## src/core/cpt_defines.svh

```systemverilog
// constants for the coil chopping timing block
// Summary of operation
// - without wobble chop at 20, 30 or 40 kHz by the frequency select code
// - with wobble dither around 19.5, 29.2 or 39 kHz by 0.5, 0.8, 1 kHz
// - dead-time between switch off and complement on: 0.9/1.2/1.8/4.8 us
// - short blanking after each switching event: 1, 1.2 or 1.8 us by speed
// - blanking is 4 us when long blanking set or speed code is 00
// - comparator must persist 0.5, 1, 2 or 3 us before regulation acts
// - extended filter option adds 0.2 us to every filter time
`ifndef CPT_DEFINES_SVH
`define CPT_DEFINES_SVH

`define CPT_CLK_HZ 40000000
`define CPT_CLK_MHZ 40
// least times round up to whole cycles
`define CPT_NS2CYC(ns) ((((ns) * `CPT_CLK_MHZ) + 999) / 1000)
`define CPT_HZ2CYC(hz) (`CPT_CLK_HZ / (hz))
`define CPT_WOBDEV(c, s) \
    ((`CPT_HZ2CYC((c) - (s)) - `CPT_HZ2CYC((c) + (s))) / 2)

// chopping frequencies in Hz
`define CPT_F0_HZ 20000
`define CPT_F1_HZ 30000
`define CPT_F2_HZ 40000
`define CPT_FW0_HZ 19500
`define CPT_FW1_HZ 29200
`define CPT_FW2_HZ 39000
`define CPT_SW0_HZ 500
`define CPT_SW1_HZ 800
`define CPT_SW2_HZ 1000
`define CPT_WOB_STEP 1

// dead-times in ns by switching speed code
`define CPT_DT11_NS 900
`define CPT_DT10_NS 1200
`define CPT_DT01_NS 1800
`define CPT_DT00_NS 4800
// blanking times in ns
`define CPT_BL11_NS 1000
`define CPT_BL10_NS 1200
`define CPT_BL01_NS 1800
`define CPT_BLLONG_NS 4000
// regulation filter times in ns
`define CPT_FT00_NS 500
`define CPT_FT01_NS 1000
`define CPT_FT10_NS 2000
`define CPT_FT11_NS 3000
`define CPT_FTEXT_NS 200

// register map, byte addresses
`define CPT_CFG_ADDR 4'h0
`define CPT_STAT_ADDR 4'h4
`define CPT_CFG_RST 10'h000
// configuration fields
`define CPT_CFG_CHOP_LSB 0
`define CPT_CFG_WOB_BIT 2
`define CPT_CFG_SP_LSB 3
`define CPT_CFG_LBL_BIT 5
`define CPT_CFG_FS_LSB 6
`define CPT_CFG_FTX_BIT 8
`define CPT_CFG_EN_BIT 9
`define CPT_CFG_W 10

`endif

```

## src/core/cpt_pkg.sv

```systemverilog
// types shared by the coil chopping timing block
package cpt_pkg;
    typedef logic [11:0] cpt_cnt_t;
    typedef enum logic [2:0] {
        ST_IDLE,
        ST_DEAD_HS,
        ST_HS,
        ST_DEAD_LS,
        ST_LS
    } cpt_state_e;
endpackage : cpt_pkg

```

## src/core/cpt_qual_if.sv

```systemverilog
// link between bridge sequencer and comparator qualifier
`timescale 1ns/1ps
`default_nettype none
interface cpt_qual_if;
    import cpt_pkg::*;
    logic blankStart;
    cpt_cnt_t blankCyc;
    cpt_cnt_t filtCyc;
    logic blanking;
    logic tripped;
    modport seq (output blankStart, blankCyc, filtCyc,
        input blanking, tripped);
    modport qual (input blankStart, blankCyc, filtCyc,
        output blanking, tripped);
endinterface : cpt_qual_if
`default_nettype wire

```

## src/core/cpt_comp_qual.sv

```systemverilog
// current comparator blanking and persistence filter
`timescale 1ns/1ps
`default_nettype none
module cpt_comp_qual
    import cpt_pkg::*;
(
    input wire logic mclk,
    input wire logic arst_n,
    input wire logic compRaw,
    cpt_qual_if.qual q
);
    logic syncA_r;
    logic syncB_r;
    cpt_cnt_t blankCnt_r, blankCnt_nxt;
    cpt_cnt_t filtCnt_r, filtCnt_nxt;
    logic blanking_r, blanking_nxt;
    logic tripped_r, tripped_nxt;
    logic tripSet;

    ////////////////////////////////////////////////////////////////////
    // pin synchroniser, first stage read only by the second
    always_ff @(posedge mclk or negedge arst_n) begin
        if (!arst_n) begin
            syncA_r <= 1'b0;
            syncB_r <= 1'b0;
        end else begin
            syncA_r <= compRaw;
            syncB_r <= syncA_r;
        end
    end

    ////////////////////////////////////////////////////////////////////
    // blanking window and filter count
    always_comb begin
        blankCnt_nxt = blankCnt_r;
        if (q.blankStart) begin
            blankCnt_nxt = q.blankCyc;
        end else if (blankCnt_r != '0) begin
            blankCnt_nxt = blankCnt_r - 1'b1;
        end
        blanking_nxt = (blankCnt_nxt != '0);
        // the comparator must stay high for filtCyc unblanked samples
        tripSet = !blanking_r && syncB_r &&
            (filtCnt_r == q.filtCyc - 1'b1);
        if (q.blankStart || blanking_r || !syncB_r) begin
            filtCnt_nxt = '0;
        end else if (tripSet) begin
            filtCnt_nxt = filtCnt_r;
        end else begin
            filtCnt_nxt = filtCnt_r + 1'b1;
        end
        // new switching event clears the trip; blanking masks any set
        tripped_nxt = q.blankStart ? 1'b0 : (tripped_r | tripSet);
    end

    always_ff @(posedge mclk or negedge arst_n) begin
        if (!arst_n) begin
            blankCnt_r <= '0;
            filtCnt_r <= '0;
            blanking_r <= 1'b0;
            tripped_r <= 1'b0;
        end else begin
            blankCnt_r <= blankCnt_nxt;
            filtCnt_r <= filtCnt_nxt;
            blanking_r <= blanking_nxt;
            tripped_r <= tripped_nxt;
        end
    end

    assign q.blanking = blanking_r;
    assign q.tripped = tripped_r;
endmodule : cpt_comp_qual
`default_nettype wire

```

## src/core/cpt_core.sv

```systemverilog
// coil chopping timing: period, wobble, dead-time, blanking, filter
`timescale 1ns/1ps
`default_nettype none
`include "cpt_defines.svh"
module cpt_core
    import cpt_pkg::*;
#(
    parameter int WOB_STEP = `CPT_WOB_STEP
)(
    input wire logic mclk,
    input wire logic arst_n,
    input wire logic [3:0] regAddr,
    input wire logic [31:0] regWrData,
    input wire logic regWrStb,
    input wire logic regRdStb,
    output logic [31:0] regRdData,
    input wire logic compRaw,
    output logic highSideOn,
    output logic lowSideOn,
    output logic chopStart,
    output logic compBlanked,
    output logic compTripped
);
    ////////////////////////////////////////////////////////////////////
    // elaboration checks: every period must fit the counter width
    localparam int MAX_CYC = `CPT_HZ2CYC(`CPT_FW0_HZ - `CPT_SW0_HZ);
    localparam int MIN_DEV = `CPT_WOBDEV(`CPT_FW2_HZ, `CPT_SW2_HZ);
    if (MAX_CYC >= 4096) begin : g_chkWidth
        $error("chop period does not fit counter");
    end
    if (WOB_STEP < 1 || WOB_STEP > MIN_DEV) begin : g_chkStep
        $error("wobble step out of range");
    end

    ////////////////////////////////////////////////////////////////////
    // interval tables, all counts in system clock cycles
    function automatic cpt_cnt_t perCyc(input logic [1:0] sel);
        case (sel)
            2'b00: perCyc = cpt_cnt_t'(`CPT_HZ2CYC(`CPT_F0_HZ));
            2'b01: perCyc = cpt_cnt_t'(`CPT_HZ2CYC(`CPT_F1_HZ));
            default: perCyc = cpt_cnt_t'(`CPT_HZ2CYC(`CPT_F2_HZ));
        endcase
    endfunction : perCyc

    function automatic cpt_cnt_t wobCentre(input logic [1:0] sel);
        case (sel)
            2'b00: wobCentre = cpt_cnt_t'(`CPT_HZ2CYC(`CPT_FW0_HZ));
            2'b01: wobCentre = cpt_cnt_t'(`CPT_HZ2CYC(`CPT_FW1_HZ));
            default: wobCentre = cpt_cnt_t'(`CPT_HZ2CYC(`CPT_FW2_HZ));
        endcase
    endfunction : wobCentre

    function automatic cpt_cnt_t wobDev(input logic [1:0] sel);
        case (sel)
            2'b00: wobDev =
                cpt_cnt_t'(`CPT_WOBDEV(`CPT_FW0_HZ, `CPT_SW0_HZ));
            2'b01: wobDev =
                cpt_cnt_t'(`CPT_WOBDEV(`CPT_FW1_HZ, `CPT_SW1_HZ));
            default: wobDev =
                cpt_cnt_t'(`CPT_WOBDEV(`CPT_FW2_HZ, `CPT_SW2_HZ));
        endcase
    endfunction : wobDev

    function automatic cpt_cnt_t deadCyc(input logic [1:0] sp);
        case (sp)
            2'b11: deadCyc = cpt_cnt_t'(`CPT_NS2CYC(`CPT_DT11_NS));
            2'b10: deadCyc = cpt_cnt_t'(`CPT_NS2CYC(`CPT_DT10_NS));
            2'b01: deadCyc = cpt_cnt_t'(`CPT_NS2CYC(`CPT_DT01_NS));
            default: deadCyc = cpt_cnt_t'(`CPT_NS2CYC(`CPT_DT00_NS));
        endcase
    endfunction : deadCyc

    function automatic cpt_cnt_t blankCyc(input logic [1:0] sp,
            input logic longBl);
        if (longBl || sp == 2'b00) begin
            blankCyc = cpt_cnt_t'(`CPT_NS2CYC(`CPT_BLLONG_NS));
        end else begin
            case (sp)
                2'b11: blankCyc = cpt_cnt_t'(`CPT_NS2CYC(`CPT_BL11_NS));
                2'b10: blankCyc = cpt_cnt_t'(`CPT_NS2CYC(`CPT_BL10_NS));
                default: blankCyc = cpt_cnt_t'(`CPT_NS2CYC(`CPT_BL01_NS));
            endcase
        end
    endfunction : blankCyc

    function automatic cpt_cnt_t filtCyc(input logic [1:0] fs,
            input logic ext);
        int ns;
        case (fs)
            2'b00: ns = `CPT_FT00_NS;
            2'b01: ns = `CPT_FT01_NS;
            2'b10: ns = `CPT_FT10_NS;
            default: ns = `CPT_FT11_NS;
        endcase
        if (ext) begin
            ns = ns + `CPT_FTEXT_NS;
        end
        filtCyc = cpt_cnt_t'(`CPT_NS2CYC(ns));
    endfunction : filtCyc

    ////////////////////////////////////////////////////////////////////
    // configuration register and read port
    logic [`CPT_CFG_W-1:0] cfg_r, cfg_nxt;
    logic [31:0] rdData_r, rdData_nxt;
    logic [1:0] chop_select_a;
    logic chop_wobble_enable;
    logic [1:0] switch_speed_select;
    logic long_blank_enable;
    logic [1:0] comparator_filter_select;
    logic filter_extend_enable;
    logic chopEnable;
    cpt_state_e state_r, state_nxt;
    logic highSideOn_r, highSideOn_nxt;
    logic lowSideOn_r, lowSideOn_nxt;
    logic blankStart_r, blankStart_nxt;
    cpt_cnt_t deadCnt_r, deadCnt_nxt;
    cpt_cnt_t perCnt_r, perCnt_nxt;
    cpt_cnt_t wobOff_r, wobOff_nxt;
    logic wobUp_r, wobUp_nxt;
    logic chopStart_r, chopStart_nxt;
    cpt_cnt_t perLen;
    cpt_cnt_t devCyc;
    cpt_cnt_t wobCur, wobMax;
    logic chopTick;
    cpt_qual_if qIf();

    assign chop_select_a = cfg_r[`CPT_CFG_CHOP_LSB +: 2];
    assign chop_wobble_enable = cfg_r[`CPT_CFG_WOB_BIT];
    assign switch_speed_select = cfg_r[`CPT_CFG_SP_LSB +: 2];
    assign long_blank_enable = cfg_r[`CPT_CFG_LBL_BIT];
    assign comparator_filter_select = cfg_r[`CPT_CFG_FS_LSB +: 2];
    assign filter_extend_enable = cfg_r[`CPT_CFG_FTX_BIT];
    assign chopEnable = cfg_r[`CPT_CFG_EN_BIT];

    // writes take effect at once; timing follows the live fields
    always_comb begin
        cfg_nxt = cfg_r;
        rdData_nxt = '0;
        if (regWrStb && regAddr == `CPT_CFG_ADDR) begin
            cfg_nxt = regWrData[`CPT_CFG_W-1:0];
        end
        if (regRdStb) begin
            case (regAddr)
                `CPT_CFG_ADDR: rdData_nxt = {22'h000000, cfg_r};
                `CPT_STAT_ADDR: rdData_nxt = {4'h0, perCnt_r,
                    9'h000, state_r, qIf.tripped, qIf.blanking,
                    lowSideOn_r, highSideOn_r};
                default: rdData_nxt = '0;
            endcase
        end
    end

    always_ff @(posedge mclk or negedge arst_n) begin
        if (!arst_n) begin
            cfg_r <= `CPT_CFG_RST;
            rdData_r <= '0;
        end else begin
            cfg_r <= cfg_nxt;
            rdData_r <= rdData_nxt;
        end
    end

    ////////////////////////////////////////////////////////////////////
    // chopping period counter with triangular wobble
    always_comb begin
        devCyc = wobDev(chop_select_a);
        wobMax = devCyc << 1;
        wobCur = (wobOff_r > wobMax) ? wobMax : wobOff_r;
        if (chop_wobble_enable) begin
            // offset clamped to the band after a code change
            perLen = wobCentre(chop_select_a) - devCyc + wobCur;
        end else begin
            perLen = perCyc(chop_select_a);
        end
        chopTick = chopEnable && (perCnt_r == '0);
        perCnt_nxt = perCnt_r;
        wobOff_nxt = wobOff_r;
        wobUp_nxt = wobUp_r;
        if (!chopEnable) begin
            perCnt_nxt = '0;
        end else if (chopTick) begin
            perCnt_nxt = perLen - 1'b1;
            if (!chop_wobble_enable) begin
                wobOff_nxt = devCyc;
            end else if (wobUp_r) begin
                if (wobCur + cpt_cnt_t'(WOB_STEP) >= wobMax) begin
                    wobOff_nxt = wobMax;
                    wobUp_nxt = 1'b0;
                end else begin
                    wobOff_nxt = wobCur + cpt_cnt_t'(WOB_STEP);
                end
            end else begin
                if (wobCur <= cpt_cnt_t'(WOB_STEP)) begin
                    wobOff_nxt = '0;
                    wobUp_nxt = 1'b1;
                end else begin
                    wobOff_nxt = wobCur - cpt_cnt_t'(WOB_STEP);
                end
            end
        end else begin
            perCnt_nxt = perCnt_r - 1'b1;
        end
        chopStart_nxt = chopTick;
    end

    always_ff @(posedge mclk or negedge arst_n) begin
        if (!arst_n) begin
            perCnt_r <= '0;
            wobOff_r <= '0;
            wobUp_r <= 1'b1;
            chopStart_r <= 1'b0;
        end else begin
            perCnt_r <= perCnt_nxt;
            wobOff_r <= wobOff_nxt;
            wobUp_r <= wobUp_nxt;
            chopStart_r <= chopStart_nxt;
        end
    end

    ////////////////////////////////////////////////////////////////////
    // bridge sequencer: both switches off for the dead-time before
    // either turns on, so the leg can never conduct straight through
    always_comb begin
        state_nxt = state_r;
        deadCnt_nxt = deadCnt_r;
        blankStart_nxt = 1'b0;
        case (state_r)
            ST_IDLE: begin
                if (chopTick) begin
                    state_nxt = ST_DEAD_HS;
                    deadCnt_nxt = deadCyc(switch_speed_select) - 1'b1;
                end
            end
            ST_DEAD_HS: begin
                if (deadCnt_r == '0) begin
                    state_nxt = ST_HS;
                    blankStart_nxt = 1'b1;
                end else begin
                    deadCnt_nxt = deadCnt_r - 1'b1;
                end
            end
            ST_HS: begin
                // stays on through a period end until the current trips
                if (qIf.tripped && !blankStart_r) begin
                    state_nxt = ST_DEAD_LS;
                    deadCnt_nxt = deadCyc(switch_speed_select) - 1'b1;
                end
            end
            ST_DEAD_LS: begin
                if (deadCnt_r == '0) begin
                    state_nxt = ST_LS;
                    blankStart_nxt = 1'b1;
                end else begin
                    deadCnt_nxt = deadCnt_r - 1'b1;
                end
            end
            ST_LS: begin
                if (chopTick) begin
                    state_nxt = ST_DEAD_HS;
                    deadCnt_nxt = deadCyc(switch_speed_select) - 1'b1;
                end
            end
            default: begin
                state_nxt = ST_IDLE;
            end
        endcase
        if (!chopEnable) begin
            state_nxt = ST_IDLE;
            blankStart_nxt = 1'b0;
        end
        highSideOn_nxt = (state_nxt == ST_HS);
        lowSideOn_nxt = (state_nxt == ST_LS);
    end

    always_ff @(posedge mclk or negedge arst_n) begin
        if (!arst_n) begin
            state_r <= ST_IDLE;
            deadCnt_r <= '0;
            blankStart_r <= 1'b0;
            highSideOn_r <= 1'b0;
            lowSideOn_r <= 1'b0;
        end else begin
            state_r <= state_nxt;
            deadCnt_r <= deadCnt_nxt;
            blankStart_r <= blankStart_nxt;
            highSideOn_r <= highSideOn_nxt;
            lowSideOn_r <= lowSideOn_nxt;
        end
    end

    ////////////////////////////////////////////////////////////////////
    // comparator qualification
    assign qIf.blankStart = blankStart_r;
    assign qIf.blankCyc = blankCyc(switch_speed_select,
        long_blank_enable);
    assign qIf.filtCyc = filtCyc(comparator_filter_select,
        filter_extend_enable);

    cpt_comp_qual u_qual (
        .mclk(mclk),
        .arst_n(arst_n),
        .compRaw(compRaw),
        .q(qIf.qual)
    );

    // outputs straight from flip-flops
    assign regRdData = rdData_r;
    assign highSideOn = highSideOn_r;
    assign lowSideOn = lowSideOn_r;
    assign chopStart = chopStart_r;
    assign compBlanked = qIf.blanking;
    assign compTripped = qIf.tripped;
endmodule : cpt_core
`default_nettype wire

```

## config.mk

```make
export PLATFORM = sky130hd
export DESIGN_NAME = cpt_core
export DESIGN_NICKNAME = d
export VERILOG_FILES = /design/src/core/cpt_pkg.sv /design/src/core/cpt_qual_if.sv /design/src/core/cpt_comp_qual.sv /design/src/core/cpt_core.sv
export VERILOG_INCLUDE_DIRS = /design/src /design/src/core
export SDC_FILE = /design/constraint.sdc
export NUM_CORES = 1
export LEC_CHECK = 0
export BUFFER_PORTS_ARGS = -buffer_cell sky130_fd_sc_hd__buf_2
export CAP_MARGIN = 10
export CORE_MARGIN = 5
export CORE_UTILIZATION = 31
export DETAILED_ROUTE_END_ITERATION = 10
export GPL_ROUTABILITY_DRIVEN = 0
export PLACE_DENSITY_LB_ADDON = 0.05
export SETUP_SLACK_MARGIN = 0.2
export SKIP_CTS_REPAIR_TIMING = 1
export SYNTH_ARGS = -nofsm -noshare
export SYNTH_HDL_FRONTEND = slang
export SYNTH_SLANG_ARGS = --single-unit
```

## constraint.sdc

```tcl
create_clock -name mclk -period 11.7 [get_ports mclk]
set_clock_uncertainty 0.1 [all_clocks]
set_input_delay 1.17 -clock mclk [delete_from_list [all_inputs] [get_ports mclk]]
set_output_delay 1.17 -clock mclk [all_outputs]
set_load 0.05 [all_outputs]
```

==> run_results.csv <==
group,metric,value,unit
clock_tree,clk-insertion-delay-late,0.35,ns
timing,tns,0,ns
die,ios,78,
clock_tree,cts_made_buffers,9,
global_routing,grt_overflow_total,0,
synth,synthArstFlopShare,100,%
finish,drive_above_1_share,20.1,%
timing,setup_viol,0,
die,die_width,197,µm
synth,ys_warn_count,0,
global_routing,grt_pass1_vias,10100,
die,core-area,34500,µm²
drt,drt-total-wl,32100,µm
die,die_h,197,µm
die,row_count,68,
drt,vias_per_cell,5.31,
drt,drt-initial-drc-count,395,
timing,max_freq,91.1,MHz
min_path,hp-class,"flop to flop",
synth,ys_seq_elements,104,
drt,vias,9846,
run_status,status,"completed",
critical_path,arrival,11.17,ns
critical_path,setup.worst_path.end_class,"flop",
critical_path,path_max_fanout,23,
timing,setup_slack,0.722,ns
synth,syn-cell-area,10800,µm²
clock_tree,root_buffer,"clkbuf_16",
critical_path,slowest_delay,0.50,ns
finish,n_antenna_cell,0,
die,start_util,31.4,%
drt,drc,0,
timing,drv_slew,0,
timing,worst_slew_pin_slew,0.803,ns
timing,rsz0062_at_grt,"false",
place,dpl.hpwl,25200,µm
place,place_ws,0.0904,ns
clock_tree,cts_max_level,3,
critical_path,start_kind,"flop",
finish,design_area,12500,µm²
finish,post-route-util,36.1,%
critical_path,cp.required,11.89,ns
clock_tree,cts.sinks,104,
synth,syn_avg_cell_area,8.43,µm²
finish,area_growth,15.2,%
place,io_buffers,45,
critical_path,cpMaxStageDelayCell,"or4_1",
clock_tree,cts.clk_slew.worst_paths,0.07,ns
synth,ys.flop_type,"dfrtp_1",
critical_path,worst_path_most_repeated_cell,"buf_4",
synth,ys_types,128,
timing,period_share,93.8,%
synth,synth_top_area_share,23.8,%
global_routing,grt_usage,16.4,%
finish,final_nets,1497,
synth,synth.area.top_cells,"dfrtp_1, ha_1, nor2_1",
global_routing,antenna_found_initial,0,
timing,finalHoldViolCount,0,
drt,ant_nets,0,
synth,synth_edf_count,0,
timing,slew_headroom,46.4,%
drt,drt_pre_antenna_iters,4,
place,placed_area,11900,µm²
clock_tree,clockBufferDepth,2,
synth,yosysTopAreaCell,"dfrtp_1",
drt,wire_per_inst,17.3,µm
global_routing,grt_first_pass_wirelength,52800,µm
timing,period_minus_slack,10.98,ns
critical_path,crit_type,"flop to flop",
synth,ys_seq_area_share,24.0,%
synth,synthCells,1285,
die,die_area,38800,µm²
global_routing,grt_max_degree,55,
flow_run,max_cap_violations,0,
clock_tree,cts_tree,"done",
[layer usage]
| layer | track usage (%) | share of wire [%] |
|---|---|---|
| met1 | 21.5 | 47 |
| met2 | 29.1 | 48 |
| met3 | 2.17 | 2.8 |
| met4 | 3.44 | 1.6 |
| met5 | 0 | 0 |
[cell type report]
class                           count  area, µm²
Fill cell                        3692      22100
Multi-Input combinational cell   1102       7940
Sequential cell                   104       2610
Timing Repair Buffer              136        923
Tap cell                          455        569
Clock buffer                       11        233
Inverter                           41        154
Clock inverter                      5       57.6
[critical path, delay by kind of cell (launching register included)]
kind                       cells  cell delay, ns
AOI/OAI and AO/OA             20            4.58
and+or+nand+nor               12            2.38
adders and majority gates      4            1.24
buffers and inverters          6            1.06
muxes                          3            0.83
DFF                            1            0.48
xor gates and xnor gates       2            0.26
[cells in the mapped netlist, drive strengths merged, types with 5 or more instances]
cell type and number:
nand2 88, nor3b 11, xor2 33, a211oi 15, a211o 10, ha 59
a21oi 90, and3 12, o2111ai 6, nor2b 9, nand4 12, o211ai 16
xnor2 59, a22oi 5, a22o 6, clkbuf 23, nor4b 5, or4 7
dfrtp 103, nor4 16, o22ai 11, o2bb2ai 5, a311oi 5, a21o 25
a31oi 15, mux2i 29, nand2b 18, nor2 136, a21boi 8, o21ai 69
o31ai 14, and2 38, o32ai 5, or3 17, or2 15, inv 39
buf 31, nor3 63, o21bai 5, o21a 18, o211a 6, mux2 20
nand3 39
[layout by cell type, fill, tap and decap left out, types with 44 or more instances in the layout]
cell     netlist  routed
nor2_1       131     130
dfrtp_1      103     100
buf_4         18      91
nand2_1       88      88
a21oi_1       84      80
ha_1          59      58
xnor2_1       54      52
nor3_1        55      51
o21ai_0       47      46
buf_2          3      44
[cell families after synthesis]
group	synth area share (%)
flip-flops	24.0
multiplexers	5.05
AO/OA/AOI/OAI	26.1
AND/OR/NAND/NOR	24.5
other	0.0693
XOR/XNOR	8.28
buffers and inverters	4.56
adder cells (fa/ha/maj)	7.37
[registers in the layout, indices dropped and copies added (netlist names)]
| name | count |
|---|---|
| cfg_r | 10 |
| perCnt_r | 12 |
| lowSideOn | 1 |
| regRdData | 22 |
| wobUp_r | 1 |
| u_qual.syncB_r | 1 |
| u_qual.q.blanking | 1 |
| blankStart_r | 1 |
| u_qual.filtCnt_r | 12 |
| wobOff_r | 12 |
| chopStart | 1 |
| highSideOn | 1 |
| u_qual.syncA_r | 1 |
| state_r | 3 |
| u_qual.q.tripped | 1 |
| deadCnt_r | 12 |
| u_qual.blankCnt_r | 12 |
[path summary, 6_finish.rpt]
check / from / end / depth (start not counted) / slack [ns]
worst max-delay path: cfg_r[6] / u_qual.filtCnt_r[10] / 47 / 0.72
max in group asynchronous: arst_n / state_r[0] / 2 / 9.57
worst min register to register: u_qual.syncA_r / u_qual.syncB_r / 0 / 0.26
min in group asynchronous: arst_n / u_qual.blankCnt_r[0] / 1 / 0.75
worst min-delay path: u_qual.syncA_r / u_qual.syncB_r / 0 / 0.26
worst max register to register: cfg_r[6] / u_qual.filtCnt_r[10] / 47 / 0.72
[through the flow]
| stage | cells | hold slack, ns |
|---|---|---|
| detailed placement | 1820 | 0.254 |
| CTS | 1836 | 0.270 |
| global placement | 1820 | 0.235 |
| floorplan | 1302 | 0.231 |
| finish | 1854 | 0.264 |
| global route | 1854 | 0.278 |
Power is left out: the tool's default activity adds up to more than one toggle a clock period on the data nets, which glitch-free logic cannot reach.
